**config.mk**
```make
export PLATFORM = sky130hd
export DESIGN_NAME = dppm_pin_mux
export DESIGN_NICKNAME = d
export VERILOG_FILES = /design/src/dppm_pkg.sv /design/src/dppm_pin_mux.sv
export SDC_FILE = /design/constraint.sdc
export NUM_CORES = 1
export LEC_CHECK = 0
export ABC_CLOCK_PERIOD_IN_PS = 3100
export BUFFER_PORTS_ARGS = -buffer_cell sky130_fd_sc_hd__buf_4
export CORE_MARGIN = 1.5
export CORE_UTILIZATION = 35
export DETAILED_ROUTE_END_ITERATION = 16
export GPL_ROUTABILITY_DRIVEN = 0
export HOLD_SLACK_MARGIN = 0.02
export RECOVER_POWER = 25
export SYNTH_ARGS = -nofsm -noshare
export SYNTH_HDL_FRONTEND = slang
export SYNTH_SLANG_ARGS = --single-unit
```
**constraint.sdc**
```tcl
create_clock -name clk -period 3.1 [get_ports clk]
set_clock_uncertainty 0.15 [all_clocks]
set_input_delay 0.31 -clock clk [delete_from_list [all_inputs] [get_ports clk]]
set_output_delay 0.31 -clock clk [all_outputs]
set_load 0.005 [all_outputs]
```
**src/dppm_pkg.sv**
```systemverilog
// shared constants for the decoder phase pin mux
package dppm_pkg;
   localparam int PIN_COUNT = 2;
   // port c pull-up register bit positions
   localparam int PULLUP_BIT_A = 0;
   localparam int PULLUP_BIT_B = 1;
   localparam logic [1:0] PULLUP_RESET = 2'h3;
   // reset values of the per-pin select controls
   localparam logic [1:0] PERIPH_SEL_RESET = 2'h3;
   localparam logic [1:0] ALT_SEL_RESET = 2'h0;
   localparam logic [1:0] GPIO_DIR_RESET = 2'h0;
   localparam logic [1:0] GPIO_OUT_RESET = 2'h0;
   localparam logic [1:0] TIMER_SEL_RESET = 2'h0;
   typedef enum {
      DPPM_FN_DECODER,
      DPPM_FN_TIMER,
      DPPM_FN_SPI,
      DPPM_FN_GPIO,
      DPPM_FN_NONE
   } dppm_fn_type;
endpackage

```
**src/dppm_pin_mux.sv**
```systemverilog
// pin multiplexer for the two decoder-one phase pins
// Notes on behaviour
// - full variant: pin A resets to phase A
// - full variant: pin B resets to phase B
// - reduced variant: reset selection is unusable
// - pin A feeds decoder phase A input
// - alternates: pin A timer ch0, B ch1
// - alternate bit A selects SPI clock
// - alternate bit B selects SPI data out
// - clock output as master, input as slave
// - data output as master, input as slave
// - data leads sampling edge by half period
// - each port C line has own direction
// - pull-up A on from reset, bit 0
// - pull-up B on from reset, bit 1
`timescale 1ns/1ps
module dppm_pin_mux import dppm_pkg::*; #(
   parameter bit FULL_VARIANT = 1'b1
) (
   input wire logic clk,
   input wire logic srst,
   // pad side, output enables active low
   input wire logic pinAIn,
   input wire logic pinBIn,
   output logic pinAOut,
   output logic pinAOeN,
   output logic pinBOut,
   output logic pinBOeN,
   output logic pinAPullupEn,
   output logic pinBPullupEn,
   // controls from software-written registers
   input wire logic [1:0] peripheralSelect,
   input wire logic [1:0] timerSelect,
   input wire logic phaseAAlternateSelect,
   input wire logic phaseBAlternateSelect,
   input wire logic [1:0] portCPullupRegister,
   input wire logic [1:0] portCDirection,
   input wire logic [1:0] portCDataOut,
   input wire logic spiMasterMode,
   // peripheral side
   output logic decoderOnePhaseAInput,
   output logic decoderOnePhaseBInput,
   input wire logic timerBChannelZeroOut,
   input wire logic timerBChannelZeroOe,
   output logic timerBChannelZeroIn,
   input wire logic timerBChannelOneOut,
   input wire logic timerBChannelOneOe,
   output logic timerBChannelOneIn,
   input wire logic secondSpiSerialClockOut,
   output logic secondSpiSerialClockIn,
   input wire logic secondSpiMasterOutLineOut,
   output logic secondSpiMasterOutLineIn,
   output logic [1:0] portCLineIn,
   output logic pinAFunctionUsable,
   output logic pinBFunctionUsable
);
   logic [2:0] syncA_reg, syncA_next;
   logic [2:0] syncB_reg, syncB_next;
   logic pinAState_reg, pinAState_next;
   logic pinBState_reg, pinBState_next;
   logic [1:0] periphSel_reg, periphSel_next;
   logic [1:0] altSel_reg, altSel_next;
   logic [1:0] timerSel_reg, timerSel_next;
   logic [1:0] pullup_reg, pullup_next;
   logic [1:0] gpioDir_reg, gpioDir_next;
   logic [1:0] gpioOut_reg, gpioOut_next;
   logic master_reg, master_next;
   logic pinAOut_reg, pinAOut_next, pinAOeN_reg, pinAOeN_next;
   logic pinBOut_reg, pinBOut_next, pinBOeN_reg, pinBOeN_next;
   logic [7:0] fanIn_reg, fanIn_next;
   logic [1:0] usable_reg, usable_next;
   dppm_fn_type fnA, fnB;

   // function chosen for one pin
   function automatic dppm_fn_type pickFn(input logic periph, input logic alt,
                                          input logic tmr);
      if (!periph) begin
         pickFn = DPPM_FN_GPIO;
      end else if (alt) begin
         pickFn = DPPM_FN_SPI;
      end else if (tmr) begin
         pickFn = DPPM_FN_TIMER;
      end else if (FULL_VARIANT) begin
         pickFn = DPPM_FN_DECODER;
      end else begin
         pickFn = DPPM_FN_NONE;
      end
   endfunction

   always_comb begin
      fnA = pickFn(periphSel_reg[0], altSel_reg[0], timerSel_reg[0]);
      fnB = pickFn(periphSel_reg[1], altSel_reg[1], timerSel_reg[1]);
   end

   // control registers and pad synchronisers
   always_comb begin
      syncA_next = {syncA_reg[1:0], pinAIn};
      syncB_next = {syncB_reg[1:0], pinBIn};
      pinAState_next = (syncA_reg[1] == syncA_reg[2]) ? syncA_reg[2] : pinAState_reg;
      pinBState_next = (syncB_reg[1] == syncB_reg[2]) ? syncB_reg[2] : pinBState_reg;
      periphSel_next = peripheralSelect;
      altSel_next = {phaseBAlternateSelect, phaseAAlternateSelect};
      timerSel_next = timerSelect;
      pullup_next = portCPullupRegister;
      gpioDir_next = portCDirection;
      gpioOut_next = portCDataOut;
      master_next = spiMasterMode;
   end

   // pad drive and peripheral-side fan-in
   always_comb begin
      pinAOut_next = 1'b0;
      pinAOeN_next = 1'b1;
      pinBOut_next = 1'b0;
      pinBOeN_next = 1'b1;
      fanIn_next = 8'h00;
      case (fnA)
         DPPM_FN_DECODER: fanIn_next[0] = pinAState_reg;
         DPPM_FN_TIMER: begin
            fanIn_next[2] = pinAState_reg;
            pinAOut_next = timerBChannelZeroOut;
            pinAOeN_next = !timerBChannelZeroOe;
         end
         DPPM_FN_SPI: begin
            if (master_reg) begin
               pinAOut_next = secondSpiSerialClockOut;
               pinAOeN_next = 1'b0;
            end else begin
               fanIn_next[4] = pinAState_reg;
            end
         end
         DPPM_FN_GPIO: begin
            fanIn_next[6] = pinAState_reg;
            pinAOut_next = gpioOut_reg[0];
            pinAOeN_next = !gpioDir_reg[0];
         end
         default: ;
      endcase
      case (fnB)
         DPPM_FN_DECODER: fanIn_next[1] = pinBState_reg;
         DPPM_FN_TIMER: begin
            fanIn_next[3] = pinBState_reg;
            pinBOut_next = timerBChannelOneOut;
            pinBOeN_next = !timerBChannelOneOe;
         end
         DPPM_FN_SPI: begin
            if (master_reg) begin
               // data path delay equals clock path, keeps half-period lead
               pinBOut_next = secondSpiMasterOutLineOut;
               pinBOeN_next = 1'b0;
            end else begin
               fanIn_next[5] = pinBState_reg;
            end
         end
         DPPM_FN_GPIO: begin
            fanIn_next[7] = pinBState_reg;
            pinBOut_next = gpioOut_reg[1];
            pinBOeN_next = !gpioDir_reg[1];
         end
         default: ;
      endcase
      usable_next = {fnB != DPPM_FN_NONE, fnA != DPPM_FN_NONE};
   end

   always_ff @(posedge clk) begin
      if (srst) begin
         syncA_reg <= 3'h7;
         syncB_reg <= 3'h7;
         pinAState_reg <= 1'b1;
         pinBState_reg <= 1'b1;
         periphSel_reg <= PERIPH_SEL_RESET;
         altSel_reg <= ALT_SEL_RESET;
         timerSel_reg <= TIMER_SEL_RESET;
         pullup_reg <= PULLUP_RESET;
         gpioDir_reg <= GPIO_DIR_RESET;
         gpioOut_reg <= GPIO_OUT_RESET;
         master_reg <= 1'b0;
         pinAOut_reg <= 1'b0;
         pinAOeN_reg <= 1'b1;
         pinBOut_reg <= 1'b0;
         pinBOeN_reg <= 1'b1;
         fanIn_reg <= 8'h00;
         usable_reg <= 2'h0;
      end else begin
         syncA_reg <= syncA_next;
         syncB_reg <= syncB_next;
         pinAState_reg <= pinAState_next;
         pinBState_reg <= pinBState_next;
         periphSel_reg <= periphSel_next;
         altSel_reg <= altSel_next;
         timerSel_reg <= timerSel_next;
         pullup_reg <= pullup_next;
         gpioDir_reg <= gpioDir_next;
         gpioOut_reg <= gpioOut_next;
         master_reg <= master_next;
         pinAOut_reg <= pinAOut_next;
         pinAOeN_reg <= pinAOeN_next;
         pinBOut_reg <= pinBOut_next;
         pinBOeN_reg <= pinBOeN_next;
         fanIn_reg <= fanIn_next;
         usable_reg <= usable_next;
      end
   end

   always_comb begin
      pinAOut = pinAOut_reg;
      pinAOeN = pinAOeN_reg;
      pinBOut = pinBOut_reg;
      pinBOeN = pinBOeN_reg;
      pinAPullupEn = pullup_reg[PULLUP_BIT_A];
      pinBPullupEn = pullup_reg[PULLUP_BIT_B];
      decoderOnePhaseAInput = fanIn_reg[0];
      decoderOnePhaseBInput = fanIn_reg[1];
      timerBChannelZeroIn = fanIn_reg[2];
      timerBChannelOneIn = fanIn_reg[3];
      secondSpiSerialClockIn = fanIn_reg[4];
      secondSpiMasterOutLineIn = fanIn_reg[5];
      portCLineIn = fanIn_reg[7:6];
      pinAFunctionUsable = usable_reg[0];
      pinBFunctionUsable = usable_reg[1];
   end

   pull_a_a: assert property (@(posedge clk) disable iff (srst)
      !portCPullupRegister[0] |=> !pinAPullupEn)
      else $error("pin A pull-up not released");
   pull_b_a: assert property (@(posedge clk) disable iff (srst)
      portCPullupRegister[1] |=> pinBPullupEn)
      else $error("pin B pull-up wrong");
   spi_clk_a: assert property (@(posedge clk) disable iff (srst)
      (fnA == DPPM_FN_SPI && master_reg) |=>
         (!pinAOeN && pinAOut == $past(secondSpiSerialClockOut)))
      else $error("spi clock not driven as master");
   spi_data_a: assert property (@(posedge clk) disable iff (srst)
      (fnB == DPPM_FN_SPI && !master_reg) |=> pinBOeN)
      else $error("spi data driven as slave");
   dec_route_a: assert property (@(posedge clk) disable iff (srst)
      (fnA == DPPM_FN_DECODER) |=> decoderOnePhaseAInput == $past(pinAState_reg))
      else $error("decoder phase A not routed");
   gpio_dir_a: assert property (@(posedge clk) disable iff (srst)
      (fnB == DPPM_FN_GPIO) |=> pinBOeN == !$past(gpioDir_reg[1]))
      else $error("port C line one direction wrong");
   timer_a: assert property (@(posedge clk) disable iff (srst)
      (fnA == DPPM_FN_TIMER && timerBChannelZeroOe) |=> !pinAOeN)
      else $error("timer channel zero not driven");
   reset_fn_a: assert property (@(posedge clk)
      $fell(srst) |-> (fnA == (FULL_VARIANT ? DPPM_FN_DECODER : DPPM_FN_NONE)))
      else $error("pin A reset function wrong");
   reset_fnb_a: assert property (@(posedge clk)
      $fell(srst) |-> (fnB == (FULL_VARIANT ? DPPM_FN_DECODER : DPPM_FN_NONE)))
      else $error("pin B reset function wrong");
   alt_a: assert property (@(posedge clk) disable iff (srst)
      (periphSel_reg[1] && altSel_reg[1] && master_reg) |=>
         (!pinBOeN && pinBOut == $past(secondSpiMasterOutLineOut)))
      else $error("alternate B not SPI data out");
endmodule // dppm_pin_mux

```
==> impl_metrics.csv, run 1 <==
group,metric,value,unit
drt,vias,810,
sta,setup_ws,1.649,ns
sta,final_hold_viol_count,0,
floorplan,core_area,2805,µm²
clock_network,cts_sinks,34,
worst_setup_path,end_kind,"register",
sta,post-route-min-period,1.451,ns
sta,maxSlewViolCount,0,
clock_network,cts_buffers,5,
logic_synthesis,synth_largest_area_cell,"dfxtp_1",
global_route,grt_use_total,13.75,%
sta,max_clock_freq,0.6894,GHz
logic_synthesis,synth_nets,114,
sta,hold-worst-slack,0.03112,ns
logic_synthesis,ys_seq_area_share,65.07,%
worst_setup_path,worstSetupPathType,"input pin to register",
floorplan,pin_count,39,
global_route,antenna_found_initial,0,
clock_network,clkLatencyLatePin,0.33,ns
floorplan,dieArea,3325,µm²
place,port_buffers,38,
logic_synthesis,ys_top_cells_by_count,"dfxtp_1, or2_2, nor3b_1, nor2b_1, and2b_2",
floorplan,rows,19,
clock_network,htree_levels,2,
layout,diodes,0,
logic_synthesis,synth_most_common_cell,"dfxtp_1",
run_status,violations,"DRC",
layout,drive_above_1_share,43.97,%
hold_path,holdPathStages,2,
logic_synthesis,syn_area,1046,µm²
run_status,outcome,"finished, violations left",
clock_network,cts_root_buf,"clkbuf_4",
sta,fin_crit_sh,46.79,%
sta,max_slew_margin,39.77,%
drt,drtPass1Iterations,10,
logic_synthesis,ys_seq_elements,34,
clock_network,cts_hold_buf,7,
floorplan,start_util,37.29,%
drt,antenna_left,0,
job,drv_cap,0,
place,place_inst,157,
worst_setup_path,cp-start-kind,"input pin",
logic_synthesis,yosysTopAreaCellShare,65.07,%
drt,viasPerCell,4.709,
logic_synthesis,synthFlopType,"dfxtp_1",
place,dp_slack,1.871,ns
logic_synthesis,syn_avg_cell_area,11.49,µm²
drt,met2_length,977,µm
layout,fillers,266,
power_and_ir_drop,power,838.1,µW
worst_setup_path,r2r_cells,2,
drt,drtIter0Drc,20,
sta,worst_slew_pin_slew,0.9035,ns
drt,drc_errors,3,
sta,rsz0062_at_grt,"false",
clock_network,post_cts_buffers,0,
clock_network,clk_path_buf_depth,2,
layout,largest_reg_flops,8,
hold_path,hold_path_class,"input pin to register",
logic_synthesis,synth_edf_count,0,
drt,wl_met3,166,µm
worst_setup_path,cp_max_fo,24,
clock_network,ctsResizeCount,0,
logic_synthesis,synth.distinct_cells,17,
clock_network,path_clk_slew,0.10,ns
layout,final_cells,172,
logic_synthesis,synth_area_leaders,"dfxtp_1, or2_2, nor3b_1",
worst_setup_path,cp.required,3.17,ns
drt,wl_met1,830,µm
layout,finish.net_count,163,
global_route,grt_pass1_vias,791,
worst_setup_path,arrival,1.52,ns
logic_synthesis,synthCells,91,
clock_network,tritoncts,"yes",
global_route,grt_pass1_wl,3.305,mm
logic_synthesis,yosys_warnings,0,
sta,setup_viol,0,
power_and_ir_drop,vdd_ir_drop_max,258.0,µV
power_and_ir_drop,leakagePower,0.6444,nW
drt,wirelength,2.006,mm
power_and_ir_drop,cellPowerDensity,558.7,nW/µm²
layout,area_delta_synth_final,43.42,%
sta,fin_setup_tns,0,ns
global_route,gr-total-overflow,0,
floorplan,die_y,57.67,µm
floorplan,die_w,57.67,µm
drt,highest_layer,"met4",
global_route,grt_max_degree,25,
drt,wl_per_cell,11.66,µm
logic_synthesis,async_flop_share,0,%
power breakdown:
part | leakage, nW | switching [mW] | internal [mW]
combinational | 0.319 | 0.0232 | 0.0510
clock | 0.0446 | 0.139 | 0.155
sequential | 0.281 | 0.0131 | 0.457
total | 0.644 | 0.175 | 0.663
per-stage QoR:
| stage | util [%] | instance area [µm²] |
|---|---|---|
| 2_1_floorplan | - | 1046 |
| 3_3_place_gp | 48.31 | 1355 |
| 3_5_place_dp | 48.31 | 1355 |
| 4_1_cts | 53.61 | 1504 |
| 5_1_grt | 53.48 | 1500 |
| 6_report | 53.48 | 1500 |
kinds of logic after synthesis:
logic type	count (synthesis)	synth area share [%]
AO/OA/AOI/OAI	12	8.852
AND/OR/NAND/NOR	41	24.28
buffers and inverters	4	1.794
flip-flops	34	65.07
worst max-delay path, cell delays in order:
cell,delay [ns]
clkbuf_1,0.66
inv_1,0.27
nand3_1,0.21
nor3b_1,0.06
routing by layer:
layer / vias to the layer above / GRT usage [%]
li1: 404 / -
met1: 370 / 13.51
met2: 32 / 23.21
met3: 4 / 7.589
met4: 0 / 6.977
met5: - / 0
path summary, 6_finish.rpt:
check / endpoint / start / slack, ns
hold / removal: gpioOut_reg[0] / portCDataOut[0] / 0.03
setup / recovery: fanIn_reg[5] / srst / 1.65
hold reg to reg: syncA_reg[1] / syncA_reg[0] / 0.26
setup reg to reg: pinBOut / master_reg / 1.90
area by class of cell:
class                      instances  area, µm²  share of cell area, %
multi-input combinational         53      346.6                  23.10
timing repair buffer              45      351.6                  23.44
clock buffer                       8      78.83                  5.254
inverter                           1      3.754                 0.2502
tap                               31      38.79                  2.585
sequential                        34      680.7                  45.37
cells in the final DEF (no fill, tap or decap), drive strengths merged, types with 4 or more instances in the layout:
master / synthesis / layout
and2b: 5 / 5
nand2: 4 / 4
nor3b: 8 / 8
nor2: 4 / 4
o211ai: 4 / 4
clkbuf: 2 / 9
nor2b: 6 / 6
buf: 1 / 37
or2: 10 / 10
dlygate4sd3: 0 / 7
dfxtp: 34 / 34
Note: power is estimated with default switching activity, not from simulation.
==> inputs of run 2 (changes only) <==
--- a/config.mk
+++ b/config.mk
@@ -5,7 +5,7 @@
 export SDC_FILE = /design/constraint.sdc
 export NUM_CORES = 1
 export LEC_CHECK = 0
-export ABC_CLOCK_PERIOD_IN_PS = 3100
+export ABC_CLOCK_PERIOD_IN_PS = 1400
 export BUFFER_PORTS_ARGS = -buffer_cell sky130_fd_sc_hd__buf_4
 export CORE_MARGIN = 1.5
 export CORE_UTILIZATION = 35
==> constraint.sdc (replaced) <==
create_clock -name clk -period 1.4 [get_ports clk]
set_clock_uncertainty 0.15 [all_clocks]
set_input_delay 0.14 -clock clk [delete_from_list [all_inputs] [get_ports clk]]
set_output_delay 0.14 -clock clk [all_outputs]
set_load 0.005 [all_outputs]
==> run 2 against run 1 <==
  * Clock power rose by 73%
  * Power grew 110%
  * Critical endpoint is now altSel_reg[1]
  * Flip-flop and latch count unchanged
  * The run still ends with DRC left
  * Critical path depth unchanged
==> impl_metrics.csv, run 2 (synthesis gave the netlist of run 1 again) <==
group,metric,value,unit
run_status,outcome,"finished, violations left",
run_status,violations,"DRC",
layout,most-common-layout-cells,"dfxtp_1, buf_4, dlygate4sd3_1",
sta,max_clock_freq,0.7203,GHz
floorplan,pin_count,39,
global_route,grt_max_degree,13,
layout,final_common_cell,"dfxtp_1",
floorplan,die_w,57.67,µm
sta,final_hold_viol_count,0,
layout,area_delta_synth_final,55.50,%
worst_setup_path,cp.required,1.46,ns
drt,antenna_left,0,
drt,vias,846,
floorplan,die_y,57.67,µm
floorplan,rows,19,
worst_setup_path,worstSetupPathType,"input pin to register",
sta,post-route-min-period,1.388,ns
clock_network,cts_sinks,34,
global_route,grt_use_total,14.77,%
clock_network,cts_buffers,5,
layout,finish.net_count,178,
job,drv_cap,0,
layout,final_cells,185,
global_route,grt_pass1_vias,774,
clock_network,clk_path_buf_depth,2,
clock_network,cts_root_buf,"clkbuf_4",
sta,fin_setup_tns,0,ns
layout,fin_util,57.98,%
layout,drive_above_1_share,40.26,%
drt,viasPerCell,4.573,
sta,worst_slew_pin_slew,0.2990,ns
floorplan,start_util,37.29,%
worst_setup_path,r2r_cells,2,
drt,drtPass1Iterations,10,
hold_path,hold_path_class,"input pin to register",
clock_network,path_clk_slew,0.08,ns
worst_setup_path,cp_max_fo,1,
place,place_inst,157,
power_and_ir_drop,leakagePower,0.6966,nW
clock_network,tritoncts,"yes",
global_route,antenna_found_initial,0,
global_route,grt_pass1_wl,3.477,mm
floorplan,dieArea,3325,µm²
power_and_ir_drop,vdd_ir_drop_max,760.4,µV
place,port_buffers,38,
layout,final_cell_area,1627,µm²
clock_network,htree_levels,2,
place,dp_hpwl,1.310,mm
clock_network,clkLatencyLatePin,0.32,ns
sta,setup_viol,0,
drt,wl_per_cell,11.90,µm
drt,drtIter0Drc,31,
sta,maxSlewViolCount,0,
sta,fin_crit_sh,99.16,%
floorplan,core_area,2805,µm²
drt,drc_errors,3,
sta,max_slew_margin,80.00,%
drt,wirelength,2.201,mm
worst_setup_path,arrival,1.45,ns
place,dpl_cell_area,1355,µm²
sta,rsz0062_at_grt,"false",
worst_setup_path,cp-start-kind,"input pin",
layout,diodes,0,
global_route,gr-total-overflow,0,
hold_path,holdPathStages,4,
power_and_ir_drop,power,1.750,mW
layout,largest_reg_flops,8,
worst_setup_path,end_kind,"register",
power_and_ir_drop,cellPowerDensity,1076,nW/µm²
-- run 2: changes by cell type in the layout (fill, tap and decap cells not counted) --
| cell | change |
|---|---|
| dlygate4sd3_1 | +15 |
| clkbuf_4 | +6 |
| buf_4 | -5 |
| clkbuf_8 | -2 |
| clkbuf_1 | -1 |
| inv_1 | -1 |
| inv_2 | +1 |
-- run 2: final timing paths --
kind / from / to / slack [ns]
worst max register to register: altSel_reg[0] / pinAOut / 0.22
worst max-delay path: phaseBAlternateSelect / altSel_reg[1] / 0.01
worst min register to register: syncA_reg[0] / syncA_reg[1] / 0.26
worst min-delay path: timerBChannelOneOe / pinBOeN / 0.04
-- run 2: repair_timing --
item	CTS	global route
hold endpoints to repair	20	2
resized for setup	0	0
hold buffers	23	1
setup buffers	0	0
endpoints found under the setup margin	0	2
-- run 2: power breakdown --
part | total (mW) | internal [mW] | switching (mW)
combinational | 0.203 | 0.141 | 0.0626
sequential | 1.04 | 1.01 | 0.0269
clock | 0.508 | 0.226 | 0.282
total | 1.75 | 1.38 | 0.371
-- run 2: cell type report --
cell class / instances / area, µm²
Clock buffer: 6 / 51.30
Fill cell: 241 / 1179
Inverter: 1 / 3.754
Multi-Input combinational cell: 53 / 346.6
Sequential cell: 34 / 680.7
Tap cell: 31 / 38.79
Timing Repair Buffer: 60 / 505.5
-- run 2: metal layers --
metal | vias to the layer above | wire, µm | track usage, %
met5 | - | 0 | 0
met4 | 0 | 24 | 6.977
met3 | 2 | 181 | 7.813
met2 | 39 | 1020 | 22.56
met1 | 372 | 975 | 17.05
li1 | 433 | - | -
-- run 2: critical path, stage by stage --
cell	delay, ns
dlygate4sd3_1	0.53
buf_4	0.13
nor2b_1	0.11
dlygate4sd3_1	0.54
-- run 2: through the flow --
| stage | hold slack (ns) | worst slack, ns |
|---|---|---|
| 2_1_floorplan | 0.05886 | 0.3084 |
| 3_3_place_gp | 0.1743 | 0.2768 |
| 3_5_place_dp | 0.1781 | 0.2324 |
| 4_1_cts | 0.02607 | 0.03111 |
| 5_1_grt | 0.02407 | 0.01273 |
| 6_report | 0.03559 | 0.01169 |
